**src/rtl/xjic_regs.svh**
```systemverilog
`ifndef XJIC_REGS_SVH
`define XJIC_REGS_SVH
// exchange package geometry
`define XJIC_PKG_WORDS 5'd16
`define XJIC_ADDR_W 18
// word offsets inside a package
`define XJIC_OFF_P 4'h0
`define XJIC_OFF_PSW 4'h1
`define XJIC_OFF_NEA 4'h2
`define XJIC_OFF_EEA 4'h3
// fixed package addresses
`define XJIC_RTC_ADDR 18'h00010
`define XJIC_DS_ADDR 18'h00000
// status word field positions
`define XJIC_PSW_EXIT_MON 0
`define XJIC_PSW_MONITOR 1
`define XJIC_PSW_STEP 2
`define XJIC_PSW_OVF_MODE 3
`define XJIC_PSW_UNF_MODE 4
`define XJIC_PSW_IND_MODE 5
`define XJIC_PSW_RANGE 6
`define XJIC_PSW_OVF 7
`define XJIC_PSW_UNF 8
`define XJIC_PSW_IND 9
`define XJIC_PSW_HWERR 10
`define XJIC_PSW_RESET 18'h00000
// clock-period counter
`define XJIC_CNT_W 17
`endif

```
**src/rtl/xjic_pkg.sv**
```systemverilog
package xjic_pkg;
  typedef enum logic [2:0] {
    XJ_IDLE,
    XJ_RUN,
    XJ_SWAP,
    XJ_WAIT
  } xjic_state_t;
  typedef enum logic [2:0] {
    XC_NONE,
    XC_ERR,
    XC_IO,
    XC_RTC,
    XC_STEP,
    XC_EXIT
  } xjic_cause_t;
endpackage : xjic_pkg

```
**src/rtl/xjic_top.sv**
```systemverilog
// Overview of operation
// RL1: load package at start, store at end
// RL2: every exchange moves sixteen words
// RL3: exit without exit-monitor uses normal exit address
// RL4: exit with exit-monitor uses j plus K plus base
// RL5: error instruction or enabled error exits
// RL6: arithmetic errors exit only when mode bit set
// RL7: hardware and range errors always exit
// RL8: status word swapped with each package
// RL9: io monitor raises requests on thresholds, records
// RL10: counter advances every clock period
// RL11: 17-bit counter, overflow sets 18th bit
// RL12: real-time flag exchanges to relocatable 0020
// RL13: step mode exits after every instruction word
// RL14: monitor mode holds off interrupts until clear
// RL15: software sets monitor flag in io packages
// RL16: deadstart raises channel 0 request, exchanges
// RL17: deadstart swaps locations 0 through 17
// RL18: deadstart store clears monitor, sets range
// RL19: six program counter copies always equal
// RL20: request flag with 00 blocks range flag; code does not block it in monitor mode
// RL21: priority error, io, real-time, step
//
// The implementer's own choices: the plain strobed port and the placing of the registers.
`timescale 1ns/1ns
`include "xjic_regs.svh"
module xjic_top
  import xjic_pkg::*;
#(
  parameter int AW = `XJIC_ADDR_W,
  parameter int DW = 60,
  parameter int NCH = 16
)(
  input wire logic clk_i,
  input wire logic nrst_i,
  // instruction events from the issue logic, one-cycle pulses
  input wire logic exit_instr_i,
  input wire logic [AW-1:0] exit_j_plus_k_i,
  input wire logic err_instr_i,
  input wire logic word_end_i,
  input wire logic ovf_i,
  input wire logic unf_i,
  input wire logic ind_i,
  input wire logic hw_err_i,
  input wire logic range_err_i,
  // io monitor unit events, one bit per channel
  input wire logic [NCH-1:0] buf_thresh_i,
  input wire logic [NCH-1:0] record_pulse_i,
  input wire logic pp_xchg_req_i,
  input wire logic [AW-1:0] buffer_bias_i,
  input wire logic [AW-1:0] mem_base_i,
  // register context, word index selects package slot
  input wire logic [DW-1:0] ctx_rdata_i,
  // central store port
  input wire logic mem_ack_i,
  input wire logic [DW-1:0] mem_rdata_i,
  output logic mem_req_o,
  output logic mem_we_o,
  output logic [AW-1:0] mem_addr_o,
  output logic [DW-1:0] mem_wdata_o,
  output logic [3:0] ctx_idx_o,
  output logic ctx_we_o,
  output logic [DW-1:0] ctx_wdata_o,
  output logic busy_o,
  output logic [AW-1:0] psw_o,
  output logic [AW-1:0] pc_copies_o [6],
  output logic [`XJIC_CNT_W:0] rtc_o
);
  typedef struct packed {
    xjic_state_t st;
    logic [AW-1:0] base;
    logic [4:0] idx;
    logic wr_phase;
    logic ds;
    logic [AW-1:0] psw;
    logic [AW-1:0] normal_exit_address;
    logic [AW-1:0] eea;
    logic [AW-1:0] pc;
    logic [NCH-1:0] io_req;
    logic request_interrupt_flag;
    logic err_pend;
    logic step_pend;
    logic exit_pend;
    logic [AW-1:0] exit_addr;
    logic mreq;
    logic mwe;
    logic [AW-1:0] maddr;
    logic [DW-1:0] mwdata;
    logic cwe;
    logic [DW-1:0] cwdata;
    logic rtc_clr;
    logic busy;
  } xjic_st_t;
  xjic_st_t s_r;
  xjic_st_t s_nxt;
  logic [`XJIC_CNT_W:0] rtc_w;
  logic ds_m_r;
  logic ds_r;
  logic [AW-1:0] word_w;
  logic err_now;

  xjic_rtc #(
    .CNT_W(`XJIC_CNT_W)
  ) u_rtc (
    .clk_i(clk_i),
    .nrst_i(nrst_i),
    .clr_flag_i(s_r.rtc_clr),
    .value_o(rtc_w)
  );

  // enabled error decode, shared by exit request and status capture
  function automatic logic err_hit(input logic [AW-1:0] psw,
                                   input logic o, input logic u,
                                   input logic i, input logic h,
                                   input logic r);
    err_hit = (o & psw[`XJIC_PSW_OVF_MODE]) // RL6
            | (u & psw[`XJIC_PSW_UNF_MODE])
            | (i & psw[`XJIC_PSW_IND_MODE])
            | h | r; // RL7
  endfunction : err_hit

  // deadstart release marker: brought in through two flops
  always_ff @(posedge clk_i or negedge nrst_i)
  begin
    if (!nrst_i)
    begin
      ds_m_r <= 1'b0;
      ds_r <= 1'b0;
    end
    else
    begin
      ds_m_r <= 1'b1;
      ds_r <= ds_m_r;
    end
  end

  assign err_now = err_hit(s_r.psw, ovf_i, unf_i, ind_i, hw_err_i,
                           range_err_i);
  // word being stored; deadstart adjusts the status word on its way out
  always_comb
  begin
    word_w = s_r.psw;
    if (s_r.ds)
    begin
      word_w[`XJIC_PSW_MONITOR] = 1'b0; // RL18
      word_w[`XJIC_PSW_RANGE] = 1'b1; // RL18
    end
  end

  // main sequencer
  always_comb
  begin
    s_nxt = s_r;
    s_nxt.mreq = 1'b0;
    s_nxt.mwe = 1'b0;
    s_nxt.cwe = 1'b0;
    s_nxt.rtc_clr = 1'b0;
    // io monitor requests accumulate per channel
    s_nxt.io_req = s_r.io_req | buf_thresh_i | record_pulse_i; // RL9
    if (pp_xchg_req_i)
    begin
      s_nxt.io_req[0] = 1'b1; // RL9
    end
    case (s_r.st)
      XJ_IDLE:
      begin
        // deadstart: channel 0 request, exchange from 0..17
        if (ds_r)
        begin
          s_nxt.io_req = '0;
          s_nxt.io_req[0] = 1'b1; // RL16
          s_nxt.ds = 1'b1;
          s_nxt.base = `XJIC_DS_ADDR + buffer_bias_i; // RL17
          s_nxt.idx = '0;
          s_nxt.wr_phase = 1'b0;
          s_nxt.st = XJ_SWAP;
        end
      end
      XJ_RUN:
      begin
        if (word_end_i)
        begin
          s_nxt.pc = s_r.pc + 1'b1;
        end
        if (err_instr_i)
        begin
          // request flag already set from an earlier cycle blocks the range flag, except in monitor mode
          if (!(|s_r.io_req) || s_r.psw[`XJIC_PSW_MONITOR])
          begin
            s_nxt.psw[`XJIC_PSW_RANGE] = 1'b1; // RL20
            s_nxt.err_pend = 1'b1; // RL5
          end
          else
          begin
            s_nxt.request_interrupt_flag = 1'b1; // RL20
          end
        end
        if (err_now)
        begin
          s_nxt.err_pend = 1'b1; // RL5
          s_nxt.psw[`XJIC_PSW_OVF] = ovf_i | s_r.psw[`XJIC_PSW_OVF]; // RL8
          s_nxt.psw[`XJIC_PSW_UNF] = unf_i | s_r.psw[`XJIC_PSW_UNF];
          s_nxt.psw[`XJIC_PSW_IND] = ind_i | s_r.psw[`XJIC_PSW_IND];
          s_nxt.psw[`XJIC_PSW_HWERR] = hw_err_i
                                     | s_r.psw[`XJIC_PSW_HWERR];
          s_nxt.psw[`XJIC_PSW_RANGE] = range_err_i
                                     | s_r.psw[`XJIC_PSW_RANGE];
        end
        if (word_end_i && s_r.psw[`XJIC_PSW_STEP])
        begin
          s_nxt.step_pend = 1'b1; // RL13
        end
        if (exit_instr_i)
        begin
          s_nxt.exit_pend = 1'b1;
          if (s_r.psw[`XJIC_PSW_EXIT_MON])
          begin
            s_nxt.exit_addr = exit_j_plus_k_i + mem_base_i; // RL4
          end
          else
          begin
            s_nxt.exit_addr = s_r.normal_exit_address; // RL3
          end
        end
        // fixed priority, monitor mode masks interrupts
        s_nxt.idx = '0;
        s_nxt.wr_phase = 1'b0;
        if (s_r.err_pend)
        begin
          s_nxt.base = s_r.eea; // RL21
          s_nxt.err_pend = 1'b0;
          s_nxt.st = XJ_SWAP;
        end
        else if (|s_r.io_req && !s_r.psw[`XJIC_PSW_MONITOR])
        begin
          s_nxt.base = s_r.normal_exit_address; // RL14
          s_nxt.request_interrupt_flag = 1'b0;
          s_nxt.st = XJ_SWAP;
        end
        else if (rtc_w[`XJIC_CNT_W] && !s_r.psw[`XJIC_PSW_MONITOR])
        begin
          s_nxt.base = `XJIC_RTC_ADDR + buffer_bias_i; // RL12
          s_nxt.rtc_clr = 1'b1;
          s_nxt.st = XJ_SWAP;
        end
        else if (s_r.step_pend)
        begin
          s_nxt.base = s_r.eea; // RL13
          s_nxt.step_pend = 1'b0;
          s_nxt.st = XJ_SWAP;
        end
        else if (s_r.exit_pend)
        begin
          s_nxt.base = s_r.exit_addr;
          s_nxt.exit_pend = 1'b0;
          s_nxt.st = XJ_SWAP;
        end
        // causes left from the old context must not fire on the new one
        if (s_nxt.st == XJ_SWAP)
        begin
          s_nxt.err_pend = 1'b0;
          s_nxt.step_pend = 1'b0;
          s_nxt.exit_pend = 1'b0;
        end
      end
      XJ_SWAP:
      begin
        // per word: load new word, then store old one in its place;
        // old word is captured first so the load cannot clobber it
        s_nxt.mreq = 1'b1;
        s_nxt.maddr = s_r.base + AW'(s_r.idx); // RL2
        s_nxt.mwe = s_r.wr_phase; // RL1
        if (!s_r.wr_phase)
        begin
          case (s_r.idx[3:0])
            `XJIC_OFF_P: s_nxt.mwdata = DW'(s_r.pc);
            `XJIC_OFF_PSW: s_nxt.mwdata = DW'(word_w); // RL8
            `XJIC_OFF_NEA: s_nxt.mwdata = DW'(s_r.normal_exit_address);
            `XJIC_OFF_EEA: s_nxt.mwdata = DW'(s_r.eea);
            default: s_nxt.mwdata = ctx_rdata_i;
          endcase
        end
        s_nxt.st = XJ_WAIT;
      end
      XJ_WAIT:
      begin
        if (mem_ack_i)
        begin
          if (!s_r.wr_phase)
          begin
            // load phase: new context enters the registers
            s_nxt.cwe = 1'b1; // RL1
            s_nxt.cwdata = mem_rdata_i;
            case (s_r.idx[3:0])
              `XJIC_OFF_P: s_nxt.pc = mem_rdata_i[AW-1:0];
              `XJIC_OFF_PSW: s_nxt.psw = mem_rdata_i[AW-1:0]; // RL8
              `XJIC_OFF_NEA: s_nxt.normal_exit_address = mem_rdata_i[AW-1:0];
              `XJIC_OFF_EEA: s_nxt.eea = mem_rdata_i[AW-1:0];
              default: s_nxt.cwe = 1'b1;
            endcase
            s_nxt.wr_phase = 1'b1;
            s_nxt.st = XJ_SWAP;
          end
          else
          begin
            s_nxt.wr_phase = 1'b0;
            s_nxt.idx = s_r.idx + 5'd1;
            if (s_r.idx + 5'd1 == `XJIC_PKG_WORDS)
            begin
              s_nxt.st = XJ_RUN; // RL2
              s_nxt.ds = 1'b0;
              if (s_r.ds)
              begin
                s_nxt.io_req[0] = 1'b0;
              end
            end
            else
            begin
              s_nxt.st = XJ_SWAP;
            end
          end
        end
        else
        begin
          s_nxt.mreq = 1'b1; // hold request until accepted
          s_nxt.mwe = s_r.mwe;
        end
      end
      default:
      begin
        s_nxt.st = XJ_IDLE;
      end
    endcase
    // busy registered so the output comes straight from a flop
    s_nxt.busy = (s_nxt.st != XJ_RUN);
  end

  always_ff @(posedge clk_i or negedge nrst_i)
  begin
    if (!nrst_i)
    begin
      s_r <= '0;
      s_r.st <= XJ_IDLE;
      s_r.psw <= `XJIC_PSW_RESET;
      s_r.busy <= 1'b1;
    end
    else
    begin
      s_r <= s_nxt;
    end
  end

  // all six counter copies come from one flop, so they cannot diverge
  generate
    for (genvar g = 0; g < 6; g++)
    begin : g_pc
      assign pc_copies_o[g] = s_r.pc; // RL19
    end
  endgenerate

  assign mem_req_o = s_r.mreq;
  assign mem_we_o = s_r.mwe;
  assign mem_addr_o = s_r.maddr;
  assign mem_wdata_o = s_r.mwdata;
  assign ctx_idx_o = s_r.idx[3:0];
  assign ctx_we_o = s_r.cwe;
  assign ctx_wdata_o = s_r.cwdata;
  assign busy_o = s_r.busy;
  assign psw_o = s_r.psw;
  assign rtc_o = rtc_w;
endmodule : xjic_top

```
**src/rtl/xjic_rtc.sv**
```systemverilog
`timescale 1ns/1ns
`include "xjic_regs.svh"
// free-running clock-period counter with sticky overflow flag
module xjic_rtc
  import xjic_pkg::*;
#(
  parameter int CNT_W = `XJIC_CNT_W
)(
  input wire logic clk_i,
  input wire logic nrst_i,
  input wire logic clr_flag_i,
  output logic [CNT_W:0] value_o
);
  typedef struct packed {
    logic [CNT_W-1:0] cnt;
    logic flag;
  } xjic_rtc_st_t;
  xjic_rtc_st_t s_r;
  xjic_rtc_st_t s_nxt;
  // count every period; overflow sets bit CNT_W, set wins over clear
  always_comb
  begin
    s_nxt = s_r;
    s_nxt.cnt = s_r.cnt + 1'b1; // RL10
    if (clr_flag_i)
    begin
      s_nxt.flag = 1'b0;
    end
    if (&s_r.cnt)
    begin
      s_nxt.flag = 1'b1; // RL11
    end
  end
  always_ff @(posedge clk_i or negedge nrst_i)
  begin
    if (!nrst_i)
    begin
      s_r <= '0;
    end
    else
    begin
      s_r <= s_nxt;
    end
  end
  assign value_o = {s_r.flag, s_r.cnt};
endmodule : xjic_rtc

```
**config.mk**
```make
export PLATFORM = sky130hd
export DESIGN_NAME = xjic_top
export DESIGN_NICKNAME = d
export VERILOG_FILES = /design/src/rtl/xjic_pkg.sv /design/src/rtl/xjic_top.sv /design/src/rtl/xjic_rtc.sv
export VERILOG_INCLUDE_DIRS = /design/src /design/src/rtl
export SDC_FILE = /design/constraint.sdc
export NUM_CORES = 1
export LEC_CHECK = 0
export BUFFER_PORTS_ARGS = -buffer_cell sky130_fd_sc_hd__buf_2
export CAP_MARGIN = 20
export CORE_AREA = 2 2 200 202
export CTS_BUF_LIST = sky130_fd_sc_hd__clkbuf_4 sky130_fd_sc_hd__clkbuf_8
export DETAILED_ROUTE_END_ITERATION = 8
export DIE_AREA = 0 0 202 204
export GPL_TIMING_DRIVEN = 1
export PLACE_DENSITY = 0.77
export SLEW_MARGIN = 5
export SYNTH_ARGS = -nofsm -noshare
export SYNTH_HDL_FRONTEND = slang
export SYNTH_HIERARCHICAL = 1
export SYNTH_SLANG_ARGS = --single-unit
```
**constraint.sdc**
```tcl
create_clock -name clk_i -period 2.3 [get_ports clk_i]
set_input_delay 0.46 -clock clk_i [delete_from_list [all_inputs] [get_ports clk_i]]
set_output_delay 0.46 -clock clk_i [all_outputs]
set_load 0.03 [all_outputs]
```
==> flow_metrics.tcl <==
set metrics [dict create \
    finalMaxSlewViolations 0 \
    ys_warn_count 6 \
    clock.fmax_mhz 446.6 \
    cts.clk_slew.worst_paths_ps 70 \
    worstReg2RegStart "ctx_idx_o[1]" \
    slew_headroom_pct 53.91 \
    grt_max_degree 87 \
    p_leak_nw 10.22 \
    nFillCells 3547 \
    synth.avg_cell_area_um2 8.976 \
    powerDensity_nw_per_um2 1020 \
    die_h_um 204 \
    grt_overflow 0 \
    dp_hpwl_um 42470 \
    critPathSlowestCell "a222oi_1" \
    fin_worst_skew_ps 28.71 \
    ys_types 73 \
    layout.cells.non_filler 2783 \
    outcome "finished clean" \
    clk_path_buf_depth 3 \
    power.total_mw 20.44 \
    fin_crit_ps 2239 \
    crit_start "ctx_idx_o[1]" \
    final_util_pct 51.12 \
    drive_gt1_share_pct 34.06 \
    cts_tree "done" \
    synth_most_common_cell "nand2_1" \
    routedWlPerCell_um 20.34 \
    fp.dieW_um 202 \
    synth_common_cells "400 x nand2_1, 299 x dfrtp_1, 270 x buf_4" \
    ys.flop_type "dfrtp_1" \
    area_delta_synth_final_pct 19.21 \
    drt_iter0_drc 1457 \
    cpMostUsedCell "buf_4" \
    tightest_slew_ps 691.3 \
    grt_use_total_pct 26.48 \
    syn_area_um2 16800 \
    start_util_pct 42.88 \
    setup-violations-final 0 \
    die_area_um2 41210 \
    synthCells 1872 \
    nets 2462 \
    via_per_inst 5.347 \
    hold_viol_final 0 \
    synth_area_leaders "dfrtp_1 45%, buf_4 12%, nand2_1 8.9%" \
    via_count 14880 \
    dr.pass1.iters 9 \
    multi_input_area_um2 6784 \
    dp_cells 2638 \
    cts.sinks 300 \
    cp_num_cells 8 \
    peakVddDrop_mv 0.5777 \
    io_buffer_count 507 \
    drc_errors 0 \
    crit_chain "buf_4, buf_4, ha_1, buf_4, a222oi_1, a21oi_1, a21oi_1, o21ai_0" \
    cts_root_buf "clkbuf_8" \
    crit_path_end "mem_wdata_o[1]" \
    cp_num_buf_inv 3 \
    ys_seq_area_share_pct 44.69 \
    final-seq-area_um2 7508 \
    ios 508 \
    synthesis.nets 2123 \
    period_share_pct 97.36 \
    critPathKind "reg -> reg" \
    setup_slack_ps 60.78 \
    synth_edf_count 0 \
    cp_slowest_stage_delay_ps 460 \
    antenna_found_initial 7 \
    path_max_fanout 21 \
    antenna_left 0 \
    maxCapViolCount 0 \
    required_ps 2800 \
    hp-class "in -> reg" \
    cp-start-kind "flop" \
    synth_top_area_share_pct 44.53 \
    synthArstFlopShare_pct 100.0 \
    reg2reg_to "mem_wdata_o[1]" \
    synth_seq_cells 300 \
    h-tree-depth 2 \
    gp_congestion 0.9546 \
    first_global_vias 14130 \
    clkLatencyLatePin_ps 650 \
    core-area_um2 39180 \
    numCtsBuffers 53 \
    row_count 73 \
    pre_cts_ws_ps -191.3 \
    routed_wl_um 56600 \
    grt_pass1_wl_um 83140 \
    yosysTopAreaCell "dfrtp_1" \
    end_kind "flop" \
    arrival_ps 2740 \
    r2r_setup_slack_ps 60 \
    crit_family "compound AO/OA/AOI/OAI gates" \
    reg2reg_depth 8 \
]
what timing repair did:
action / CTS / global route
hold buffers: 42 / 0
endpoints found under the hold margin: 93 / 0
setup buffers: 0 / 1
endpoints found under the setup margin: 0 / 21
resized for setup: 0 / 5
registers in the layout (all words and copies together) (netlist names), 4 cells and up:
register / count
pc_copies_o: 18
mem_addr_o: 18
psw_o: 18
ctx_wdata_o: 60
mem_wdata_o: 60
u_rtc/value_o: 18
ctx_idx_o: 4
s_r: 98
worst min-delay path by stage:
stage                                   from      endpoint  slack, ps  depth (start not counted)
final                     record_pulse_i[12]      s_r[177]         40                          3
after global routing        buf_thresh_i[11]      s_r[176]         50                          3
after CTS                 record_pulse_i[12]      s_r[177]          3                          3
after detailed placement              ds_m_r          ds_r        340                          0
after global placement                ds_m_r          ds_r        340                          0
after floorplan                       nrst_i  ctx_idx_o[0]        160                          0
worst min-delay path: cells and delay by family:
kind	cells	cell delay (ps)
and+or+nand+nor	2	100
buffers and inverters	1	80
cells in the final DEF, fill, tap and decap left out, types with 5 or more instances in the layout:
cell           netlist  layout
a41oi_1              6       6
nor4_1               9       8
a21o_1              10      10
nand4_1             14      14
nor3_1              34      34
mux2i_1             10      10
nand2_1            400     399
xnor2_1             26      26
ha_1                31      31
o211ai_1            11      11
inv_1               25      25
a221oi_1            11      11
a221o_1              6       6
and2_1               5       5
buf_12               0       7
o21ai_0            134     132
a31oi_1             18      18
a22o_1              11      11
a22oi_1             51      51
dlygate4sd3_1        0      42
dfrtp_1            299     299
and3_1              20      20
clkbuf_4             0      13
diode_2              0       6
a211oi_1             5       5
nand3_1             33      33
clkinv_2             0       6
xor2_1              29      29
o31ai_1              6       6
o22ai_1              7       7
buf_4              270      91
a21oi_1            102     102
nor2_1              82      82
mux2_2              37      37
buf_2               25     506
nor2b_1             10      10
clkbuf_8             0      71
o21a_1               5       5
routing by layer:
| layer | vias up | share of wire, % | GRT usage, % |
|---|---|---|---|
| met1 | 7154 | 41 | 33.85 |
| met5 | - | 0.016 | 0 |
| li1 | 6850 | - | - |
| met4 | 2 | 4.5 | 14.02 |
| met2 | 744 | 46 | 40.97 |
| met3 | 131 | 9.1 | 7.350 |
per-stage QoR:
stage	TNS [ps]	cell area (um2)	hold slack (ps)
after floorplan	0	16800	164.4
after global placement	-673.0	18400	335.6
after detailed placement	-990.6	18400	339.7
after CTS	0	20000	3.318
after global routing	-2.589	20030	50.07
final	0	20030	41.97
power by group:
part | internal [mW] | total, mW | leakage (nW) | switching (mW)
registers | 6.48 | 7.58 | 3.89 | 1.10
logic | 2.32 | 7.46 | 5.71 | 5.14
clock network | 3.09 | 5.40 | 0.619 | 2.32
layout make-up:
type                    count  area share (%)
clock buffers              84           5.366
multi-input cells        1183           33.87
clock inverters            12          0.5122
flip-flops and latches    300           37.49
repair buffers            647           18.93
well taps                 525           3.279
diodes                      6         0.07496
inverters                  26          0.4872
kinds of logic after synthesis:
family          synth area share, %
simple gates                  16.64
compound gates                15.09
buf+inv                       15.04
flops                         44.69
xor+xnor                      2.867
mux                           3.075
fa+ha+maj                     2.547
other cells                 0.04470
Note: power is estimated with default switching activity, not from simulation.
